$ cat src/hw/ucsr_regs_regs.svh
`ifndef UCSR_REGS_REGS_SVH
`define UCSR_REGS_REGS_SVH

`define UCSR_IDX_P1_SHADOW 8'h15
`define UCSR_IDX_P2_SHADOW 8'h16
`define UCSR_IDX_RSVD 8'h17
`define UCSR_IDX_MISC 8'h18
`define UCSR_IDX_P3_SHADOW 8'h19

`define UCSR_FCTL_EN_BIT 0
`define UCSR_FCTL_RXCLR_BIT 1
`define UCSR_FCTL_TXCLR_BIT 2
`define UCSR_FCTL_DMA_BIT 3
`define UCSR_FCTL_THR_MSB 7
`define UCSR_FCTL_THR_LSB 6
`define UCSR_FCTL_MASK 8'hcf
`define UCSR_FCTL_RESET 8'h00

`define UCSR_MISC_MUSIC3_BIT 4
`define UCSR_MISC_MUSIC4_BIT 5
`define UCSR_MISC_HS3_BIT 6
`define UCSR_MISC_HS4_BIT 7
`define UCSR_MISC_MASK 8'hf0
`define UCSR_MISC_RESET 8'h00
`define UCSR_RSVD_VALUE 8'h03

`define UCSR_THR_1 5'h01
`define UCSR_THR_4 5'h04
`define UCSR_THR_8 5'h08
`define UCSR_THR_14 5'h0e

`define UCSR_CLK_HZ 200000000
`define UCSR_MUSIC_BAUD_HZ 31250
`define UCSR_OVERSAMPLE 16
`define UCSR_MUSIC_DIV (`UCSR_CLK_HZ / (`UCSR_MUSIC_BAUD_HZ * `UCSR_OVERSAMPLE))
`endif

$ cat src/hw/ucsr_pkg.sv
package ucsr_pkg;
  typedef enum logic [1:0] {
    UCSR_THR_SEL_1,
    UCSR_THR_SEL_4,
    UCSR_THR_SEL_8,
    UCSR_THR_SEL_14
  } ucsr_thr_sel_t;
endpackage

$ cat src/hw/ucsr_fifo_shadow.sv
`timescale 1ns/1ps
`include "ucsr_regs_regs.svh"
module ucsr_fifo_shadow (
  // Clock and reset
  input wire logic core_clk,
  input wire logic rst_n,
  // Runtime FIFO control write
  input wire logic fifo_ctrl_wr,
  input wire logic [7:0] fifo_ctrl_wdata,
  // Shadow and port controls
  output logic [7:0] shadow_reg,
  output logic rx_clear_reg,
  output logic tx_clear_reg,
  output logic [4:0] rx_thresh_reg
);
  function automatic logic [4:0] thr_decode(input ucsr_pkg::ucsr_thr_sel_t sel);
    logic [4:0] v;
    v = `UCSR_THR_1;
    unique case (sel)
      ucsr_pkg::UCSR_THR_SEL_1: v = `UCSR_THR_1;
      ucsr_pkg::UCSR_THR_SEL_4: v = `UCSR_THR_4;
      ucsr_pkg::UCSR_THR_SEL_8: v = `UCSR_THR_8;
      ucsr_pkg::UCSR_THR_SEL_14: v = `UCSR_THR_14;
    endcase
    return v;
  endfunction

  // The clear bits stay visible for exactly the cycle of their pulse, then drop.
  always_ff @(posedge core_clk or negedge rst_n) begin
    if (!rst_n) begin
      shadow_reg <= `UCSR_FCTL_RESET;
    end else if (fifo_ctrl_wr) begin
      shadow_reg <= fifo_ctrl_wdata & `UCSR_FCTL_MASK;
    end else begin
      shadow_reg[`UCSR_FCTL_TXCLR_BIT:`UCSR_FCTL_RXCLR_BIT] <= 2'h0;
    end
  end

  always_ff @(posedge core_clk or negedge rst_n) begin
    if (!rst_n) begin
      rx_clear_reg <= 1'b0;
      tx_clear_reg <= 1'b0;
    end else begin
      rx_clear_reg <= fifo_ctrl_wr & fifo_ctrl_wdata[`UCSR_FCTL_RXCLR_BIT];
      tx_clear_reg <= fifo_ctrl_wr & fifo_ctrl_wdata[`UCSR_FCTL_TXCLR_BIT];
    end
  end

  always_ff @(posedge core_clk or negedge rst_n) begin
    if (!rst_n) begin
      rx_thresh_reg <= `UCSR_THR_1;
    end else if (fifo_ctrl_wr) begin
      rx_thresh_reg <= thr_decode(
        ucsr_pkg::ucsr_thr_sel_t'(fifo_ctrl_wdata[`UCSR_FCTL_THR_MSB:`UCSR_FCTL_THR_LSB]));
    end
  end

  rx_clear_drop_a: assert property (@(posedge core_clk) disable iff (!rst_n)
    (fifo_ctrl_wr && fifo_ctrl_wdata[1]) ##1 !fifo_ctrl_wr |=> !shadow_reg[1] && !rx_clear_reg)
    else $error("receive clear bit did not self-clear");
  tx_clear_pulse_a: assert property (@(posedge core_clk) disable iff (!rst_n)
    (fifo_ctrl_wr && fifo_ctrl_wdata[2]) |=> tx_clear_reg && shadow_reg[2])
    else $error("transmit clear pulse missing");
  thr_fourteen_a: assert property (@(posedge core_clk) disable iff (!rst_n)
    (fifo_ctrl_wr && fifo_ctrl_wdata[7:6] == 2'h3) |=> rx_thresh_reg == 5'h0e)
    else $error("threshold 14 not selected");
  dma_stored_a: assert property (@(posedge core_clk) disable iff (!rst_n)
    fifo_ctrl_wr |=> shadow_reg[3] == $past(fifo_ctrl_wdata[3]) && shadow_reg[0] == $past(fifo_ctrl_wdata[0]))
    else $error("dma or enable bit not stored");
  shadow_rsvd_zero_a: assert property (@(posedge core_clk) disable iff (!rst_n)
    shadow_reg[5:4] == 2'h0)
    else $error("reserved shadow bits nonzero");
endmodule // ucsr_fifo_shadow

$ cat src/hw/ucsr_music_baud.sv
`timescale 1ns/1ps
`include "ucsr_regs_regs.svh"
module ucsr_music_baud #(
  parameter int DIV = `UCSR_MUSIC_DIV
) (
  // Clock and reset
  input wire logic core_clk,
  input wire logic rst_n,
  // Control and tick
  input wire logic enable,
  output logic tick_reg
);
  localparam int CW = $clog2(DIV);
  localparam logic [CW-1:0] LAST = CW'(DIV - 1);
  logic [CW-1:0] count_reg;

  // Exact division at the core rate, so the rate error is zero, well inside 1%.
  always_ff @(posedge core_clk or negedge rst_n) begin
    if (!rst_n) begin
      count_reg <= '0;
      tick_reg <= 1'b0;
    end else if (!enable) begin
      count_reg <= '0;
      tick_reg <= 1'b0;
    end else begin
      tick_reg <= (count_reg == LAST);
      count_reg <= (count_reg == LAST) ? '0 : count_reg + 1'b1;
    end
  end

  tick_period_a: assert property (@(posedge core_clk) disable iff (!rst_n)
    (enable && count_reg == LAST) |=> tick_reg ##1 !tick_reg)
    else $error("music tick period wrong");
endmodule // ucsr_music_baud

$ cat src/hw/ucsr_top.sv
`timescale 1ns/1ps
`include "ucsr_regs_regs.svh"
module ucsr_top (
  // Clock and reset
  input wire logic core_clk,
  input wire logic arst_n,
  input wire logic hard_rst,
  // Configuration port
  input wire logic cfg_active,
  input wire logic cfg_index_wr,
  input wire logic cfg_data_wr,
  input wire logic cfg_data_rd,
  input wire logic [7:0] cfg_wdata,
  output logic [7:0] cfg_rdata,
  output logic cfg_rvalid,
  // Runtime FIFO control writes, ports 1 to 3
  input wire logic [2:0] fifo_ctrl_wr,
  input wire logic [7:0] fifo_ctrl_wdata,
  // Serial port FIFO controls, ports 1 to 3
  output logic [2:0] fifo_en,
  output logic [2:0] rx_clear,
  output logic [2:0] tx_clear,
  output logic [2:0][4:0] rx_thresh,
  // Ports 3 and 4 clocking
  output logic [1:0] music_clk_sel,
  output logic [1:0] high_speed,
  output logic [1:0] music_tick
);
  logic rst_meta_reg;
  logic rst_n;
  logic [7:0] index_reg;
  logic [7:0] misc_reg;
  logic [7:0] rdata_reg;
  logic rvalid_reg;
  logic [2:0][7:0] shadow;
  logic [7:0] rd_mux;

  always_ff @(posedge core_clk or negedge arst_n) begin
    if (!arst_n) begin
      rst_meta_reg <= 1'b0;
      rst_n <= 1'b0;
    end else begin
      rst_meta_reg <= 1'b1;
      rst_n <= rst_meta_reg;
    end
  end

  // The index survives leaving config state; software reloads it before each access anyway.
  always_ff @(posedge core_clk or negedge rst_n) begin
    if (!rst_n) begin
      index_reg <= 8'h00;
    end else if (cfg_active && cfg_index_wr) begin
      index_reg <= cfg_wdata;
    end
  end

  // Hard reset is applied after the write so it wins over a same-cycle write.
  always_ff @(posedge core_clk or negedge rst_n) begin
    if (!rst_n) begin
      misc_reg <= `UCSR_MISC_RESET;
    end else begin
      if (cfg_active && cfg_data_wr && index_reg == `UCSR_IDX_MISC) begin
        misc_reg <= cfg_wdata & `UCSR_MISC_MASK;
      end
      if (hard_rst) begin
        misc_reg[`UCSR_MISC_HS4_BIT:`UCSR_MISC_HS3_BIT] <= 2'h0;
      end
    end
  end

  genvar p;
  generate
    for (p = 0; p < 3; p++) begin : g_port
      ucsr_fifo_shadow u_shadow (
        .core_clk(core_clk),
        .rst_n(rst_n),
        .fifo_ctrl_wr(fifo_ctrl_wr[p]),
        .fifo_ctrl_wdata(fifo_ctrl_wdata),
        .shadow_reg(shadow[p]),
        .rx_clear_reg(rx_clear[p]),
        .tx_clear_reg(tx_clear[p]),
        .rx_thresh_reg(rx_thresh[p])
      );
      assign fifo_en[p] = shadow[p][`UCSR_FCTL_EN_BIT];
    end
    for (p = 0; p < 2; p++) begin : g_music
      ucsr_music_baud u_baud (
        .core_clk(core_clk),
        .rst_n(rst_n),
        .enable(misc_reg[`UCSR_MISC_MUSIC3_BIT + p]),
        .tick_reg(music_tick[p])
      );
    end
  endgenerate

  assign music_clk_sel = misc_reg[`UCSR_MISC_MUSIC4_BIT:`UCSR_MISC_MUSIC3_BIT];
  assign high_speed = misc_reg[`UCSR_MISC_HS4_BIT:`UCSR_MISC_HS3_BIT];

  always_comb begin
    rd_mux = 8'h00;
    unique case (index_reg)
      `UCSR_IDX_P1_SHADOW: rd_mux = shadow[0];
      `UCSR_IDX_P2_SHADOW: rd_mux = shadow[1];
      `UCSR_IDX_RSVD: rd_mux = `UCSR_RSVD_VALUE;
      `UCSR_IDX_MISC: rd_mux = misc_reg;
      `UCSR_IDX_P3_SHADOW: rd_mux = shadow[2];
      default: rd_mux = 8'h00;
    endcase
  end

  // Reads outside config state get no answer at all, which the host sees as a missing valid.
  always_ff @(posedge core_clk or negedge rst_n) begin
    if (!rst_n) begin
      rdata_reg <= 8'h00;
      rvalid_reg <= 1'b0;
    end else begin
      rvalid_reg <= cfg_active && cfg_data_rd;
      if (cfg_active && cfg_data_rd) begin
        rdata_reg <= rd_mux;
      end
    end
  end

  assign cfg_rdata = rdata_reg;
  assign cfg_rvalid = rvalid_reg;

  no_read_outside_a: assert property (@(posedge core_clk) disable iff (!rst_n)
    !cfg_active |=> !cfg_rvalid)
    else $error("answer given outside config state");
  misc_guarded_a: assert property (@(posedge core_clk) disable iff (!rst_n)
    (!(cfg_active && cfg_data_wr && index_reg == 8'h18) && !hard_rst) |=> $stable(misc_reg))
    else $error("misc changed without a selected write");
  hard_reset_hs_a: assert property (@(posedge core_clk) disable iff (!rst_n)
    hard_rst |=> high_speed == 2'h0 ##1 (high_speed == 2'h0 || $past(cfg_data_wr)))
    else $error("hard reset left high speed set");
  rsvd_read_a: assert property (@(posedge core_clk) disable iff (!rst_n)
    (cfg_active && cfg_data_rd && index_reg == 8'h17) |=> cfg_rvalid && cfg_rdata == 8'h03)
    else $error("reserved index did not read 03");
  p3_shadow_read_a: assert property (@(posedge core_clk) disable iff (!rst_n)
    (cfg_active && cfg_data_rd && index_reg == 8'h19) |=> cfg_rdata == $past(shadow[2]))
    else $error("port 3 shadow read mismatch");
  p1_shadow_read_a: assert property (@(posedge core_clk) disable iff (!rst_n)
    (cfg_active && cfg_data_rd && index_reg == 8'h15) |=> cfg_rdata == $past(shadow[0]))
    else $error("port 1 shadow read mismatch");
  p2_shadow_read_a: assert property (@(posedge core_clk) disable iff (!rst_n)
    (cfg_active && cfg_data_rd && index_reg == 8'h16) |=> cfg_rdata == $past(shadow[1]))
    else $error("port 2 shadow read mismatch");
  misc_low_zero_a: assert property (@(posedge core_clk) disable iff (!rst_n)
    (cfg_active && cfg_data_rd && index_reg == 8'h18) |=> cfg_rdata[3:0] == 4'h0)
    else $error("misc reserved bits read nonzero");
endmodule // ucsr_top

$ cat config.mk
export PLATFORM = sky130hd
export DESIGN_NAME = ucsr_top
export DESIGN_NICKNAME = d
export VERILOG_FILES = /design/src/hw/ucsr_pkg.sv /design/src/hw/ucsr_fifo_shadow.sv /design/src/hw/ucsr_music_baud.sv /design/src/hw/ucsr_top.sv
export VERILOG_INCLUDE_DIRS = /design/src /design/src/hw
export SDC_FILE = /design/constraint.sdc
export NUM_CORES = 1
export LEC_CHECK = 0
export BUFFER_PORTS_ARGS = -buffer_cell sky130_fd_sc_hd__buf_4
export CORE_AREA = 4 4 105 77
export CTS_BUF_LIST = sky130_fd_sc_hd__clkbuf_4
export DETAILED_ROUTE_END_ITERATION = 6
export DIE_AREA = 0 0 109 81
export HOLD_SLACK_MARGIN = 0.05
export PLACE_DENSITY = 0.79
export SETUP_SLACK_MARGIN = 0.5
export SLEW_MARGIN = 20
export SYNTH_ARGS = -nofsm -noshare
export SYNTH_HDL_FRONTEND = slang
export SYNTH_SLANG_ARGS = --single-unit
$ cat constraint.sdc
create_clock -name core_clk -period 2.26 [get_ports core_clk]
set_clock_uncertainty 0.2 [all_clocks]
set_input_delay 0.452 -clock core_clk [delete_from_list [all_inputs] [get_ports core_clk]]
set_output_delay 0.452 -clock core_clk [all_outputs]
set_load 0.01 [all_outputs]
Word-level counts from Yosys, hierarchy flattened
Cells that the tools add are included.

word-level totals
  flip-flop bits (word level) = 82
  input bits = 26
  output and inout bits = 39

operators by class
  bitwise operators = 6
  $add $sub $neg = 2
  multiplexer cells = 13
  eq/ne operators = 10
  reductions and logical operators = 6

operators by type and width
  operator                                                          number
  8-bit by 5-bit == test with 1-bit output (second input constant)  5
  8-bit case mux with 5 select lines                                1
  9-bit two-way mux                                                 4
  5-bit case mux with 4 select lines                                1
  9-bit by 1-bit adder with 9-bit output (second input constant)    2
  9-bit == test (second input constant)                             2
  2-bit two-way mux                                                 4
  8-bit two-way mux                                                 1
  1-bit bitwise AND                                                 6
  2-bit == test (second input constant)                             2
  1-bit logical AND                                                 4
  2-bit by 1-bit == test with 1-bit output (second input constant)  1
  2-bit logical NOT                                                 1
  1-bit two-way mux                                                 2
  2-bit nonzero test                                                1

Depth between registers and ports, before layout
  depth after elaboration = 4
  mapped depth = 5

By module
Synthesis repeated with hierarchy kept, for this count alone.

unflattened totals
  cells, all modules = 296
  area total of the unflattened synthesis = 3335.7 um^2

modules (own cells, without submodules)
  module                                cells an instance  area each (um^2)  seq. area each (um^2)  times used
  ucsr_fifo_shadow                      36                 410.4             251.5                  3
  ucsr_top                              95                 1123.6            575.6                  1
  ucsr_music_baud at g_music[1].u_baud  46                 495.5             250.2                  1
  ucsr_music_baud at g_music[0].u_baud  47                 485.5             250.2                  1

Worst setup path before layout
No wires, ideal clock.

  path kind = register to register
  start = reg index_reg[5]
  end = reg misc_reg[4]
  slack = 0.340 ns
  cell stages (with the launch flop) = 4
  required time = 1.935 ns
  buffers on the path = 0
  data arrival time = 1.595 ns
  clock period less this slack = 1.920 ns
  cells stage by stage = dfrtp_1 or4b_4 and4bb_4 mux2_2

on the way
  cells in the longest elaborated chain, start to end = 2

ends and longest elaborated chain
  what                                      line            RTL
  start: declaration                        ucsr_top.sv:31  logic [7:0] index_reg;
  start signal: assignment                  ucsr_top.sv:53  index_reg <= cfg_wdata;
  8-bit by 5-bit == test with 1-bit output  --
  1-bit logical AND (no source line)        --
  end signal: assignment                    ucsr_top.sv:60  misc_reg <= `UCSR_MISC_RESET;
  end signal: assignment                    ucsr_top.sv:63  misc_reg <= cfg_wdata & `UCSR_MISC_MASK;
  end: declaration                          ucsr_top.sv:32  logic [7:0] misc_reg;

No other way between the ends.
A chain may end at the register's enable or synchronous reset.

Worst setup path after layout
  start = reg index_reg[5]
  end = reg misc_reg[5]

The elaborated chain is that of the path after synthesis.

==> impl_metrics.ini <==
[floorplan]
fp.dieH_um = 81
ioPinCount = 65
die_area_um2 = 8830
initial_core_util = 0.438
core_um2 = 7120
row_count = 26
die_w_um = 109

[setup_path]
required_ps = 2360
arrival_ps = 2050
cp-end-kind = register
crit_path_start_kind = register
reg2reg_slack_ps = 320
r2r-start = index_reg[5]
path_max_fanout = 4
critPathKind = register to register
r2r_cells = 3
reg2reg_to = misc_reg[5]

[place]
dp_cells = 419
dpl_cell_area_um2 = 3590
port_buffers = 59
gp_congestion = 0.775
hpwlAfterDp_mm = 4.71

[grt]
busiest_layer = met2
use_met1 = 0.217
grt_antenna_before_repair = 0
grt_usage = 0.167
grt.met2_usage = 0.254
grt_pass1_vias = 2312
grt-ovfl-total = 0
grt_pass1_wl_mm = 11.3
grt_max_degree = 72
met3_usage = 0.0723

[cts]
cts_tree = done
h-tree-depth = 3
worstSkewPairLatency_ps = 410
cts_buffers = 9
cts_buffer_depth = 2
clockRootBuffer = clkbuf_4
clkSlewWorstSetupHoldPaths_ps = 110
clock_sinks = 73

[layout]
nets = 370
fin_util = 0.545
fill_cells = 622
multi_input_area_um2 = 1140
register_area_um2 = 1830
finalNonFillerCells = 445
n_antenna_cell = 0
largest_reg_flops = 18
drive_gt1_frac = 0.331
stdcell_area_um2 = 3880
area_delta_synth_final_pct = 24.3

[routing]
routedWlPerCell_um = 14.6
ant_nets = 0
num_vias = 2177
drtPass1Iterations = 4
drc_errors = 0
drt_wl_total_mm = 6.52
routed_via_density = 4.89
drt-initial-drc-count = 126

[synthesis]
synth_flop_cell = dfrtp_1
ys_ff_latch = 73
synth.area.top_cells = dfrtp_1 (56%), mux2_2 (7.9%), buf_4 (3.8%), nor2_1 (3.4%), nand2_1 (3.1%)
synth_enable_flop_cells = 0
synth_commonest_cells = dfrtp_1 (70), nor2_1 (28), nand2_1 (26)
synth_top_cell_by_area = dfrtp_1
synth_area_um2 = 3120
yosysMostFrequentCell = dfrtp_1
synth_top_area_share = 0.561
avgSynthCellArea_um2 = 11.2
synth_seq_area_share = 0.587
synthArstFlopShare = 1.00
synth_warnings = 0
synth_cells = 278
synth.distinct_cells = 31

[sta]
max_slew_margin = 0.658
setup_viol = 0
period_needed_ps = 1940
tns_ps = 0
final-hold-violation-count = 0
timing.final.crit_share = 0.860
fmax_ghz = 0.515
maxSlewViolCount = 0
worstMarginPinSlew_ps = 512
grt_setup_unrepaired = yes

[hold_path]
hp-class = register to asynchronous set/reset pin

[power]
ir_drop_uv = 375
powerDensity_nw_per_um2 = 659
total_power_w = 0.00256
p_leak_nw = 1.80

[run]
drv_cap = 0

[outcome]
status = completed
[timing repair]
action                     CTS  global route
hold buffers                 6             3
setup endpoints to repair   12            24
pin swaps                    1             5
hold endpoints to repair    12             3
gates resized for setup      8            10
setup buffers                1             0
[placed cells by master (no fill, tap or decap), types with 4 or more instances in the layout]
cell / count
nor3_1: 5
nor2b_1: 4
xor2_1: 6
dlygate4sd3_1: 9
conb_1: 4
o21ai_2: 4
nor2_1: 28
nand3_1: 4
nand4_1: 4
inv_1: 15
a22o_1: 4
and2_1: 12
mux2_2: 22
a22oi_1: 5
clkbuf_4: 11
xnor2_1: 8
nand2_1: 25
buf_4: 60
dfrtp_1: 69
o21ai_0: 14
[how the worst max path moves through the flow]
stage | from | to | slack [ps] | cells after the start
6_report | index_reg[5] | misc_reg[5] | 320 | 3
5_1_grt | index_reg[5] | misc_reg[4] | 280 | 3
4_1_cts | index_reg[5] | misc_reg[5] | 320 | 3
3_5_place_dp | index_reg[5] | misc_reg[5] | 310 | 3
3_3_place_gp | index_reg[5] | misc_reg[4] | 320 | 3
2_1_floorplan | index_reg[5] | misc_reg[4] | 370 | 3
[where the power goes]
group          switching [W]  internal [W]  leakage, nW  total (W)
combinational       0.000165      0.000175        0.789   0.000341
clock               0.000409      0.000352       0.0757   0.000762
sequential         0.0000687       0.00139        0.939    0.00145
[per-layer routing]
metal / share of wire / up-vias / routed length [µm]
li1: - / 1042 / -
met1: 0.45 / 1070 / 2910
met2: 0.48 / 59 / 3140
met3: 0.061 / 6 / 399
met4: 0.0097 / 0 / 63
met5: 0 / - / 0
[logic make-up after synthesis]
family	share of synthesized area
AO/OA/AOI/OAI	0.0678
other	0.00241
flip-flops	0.587
XOR/XNOR	0.0393
multiplexers	0.0858
AND/OR/NAND/NOR	0.146
adder cells (fa/ha/maj)	0.00802
buffers and inverters	0.0642
[critical path, cell delays in order, from the launching register on]
cell      delay [ps]
dfrtp_1          390
or4b_4           560
and4bb_4         370
mux2_2           340
[area by class of cell]
cell class | count | share of cell area
Multi-Input combinational cell | 170 | 0.295
Sequential cell | 73 | 0.472
Clock inverter | 5 | 0.0123
Timing Repair Buffer | 73 | 0.153
Inverter | 15 | 0.0145
Clock buffer | 11 | 0.0213
Tap cell | 98 | 0.0316
[metrics by stage]
stage,hold slack [ps],setup slack (ps)
global route,52.2,280
finish,93.5,317
CTS,54.2,320
floorplan,-43.6,370
global placement,34.0,324
detailed placement,35.6,308
Power figures use the tool's default switching activity.
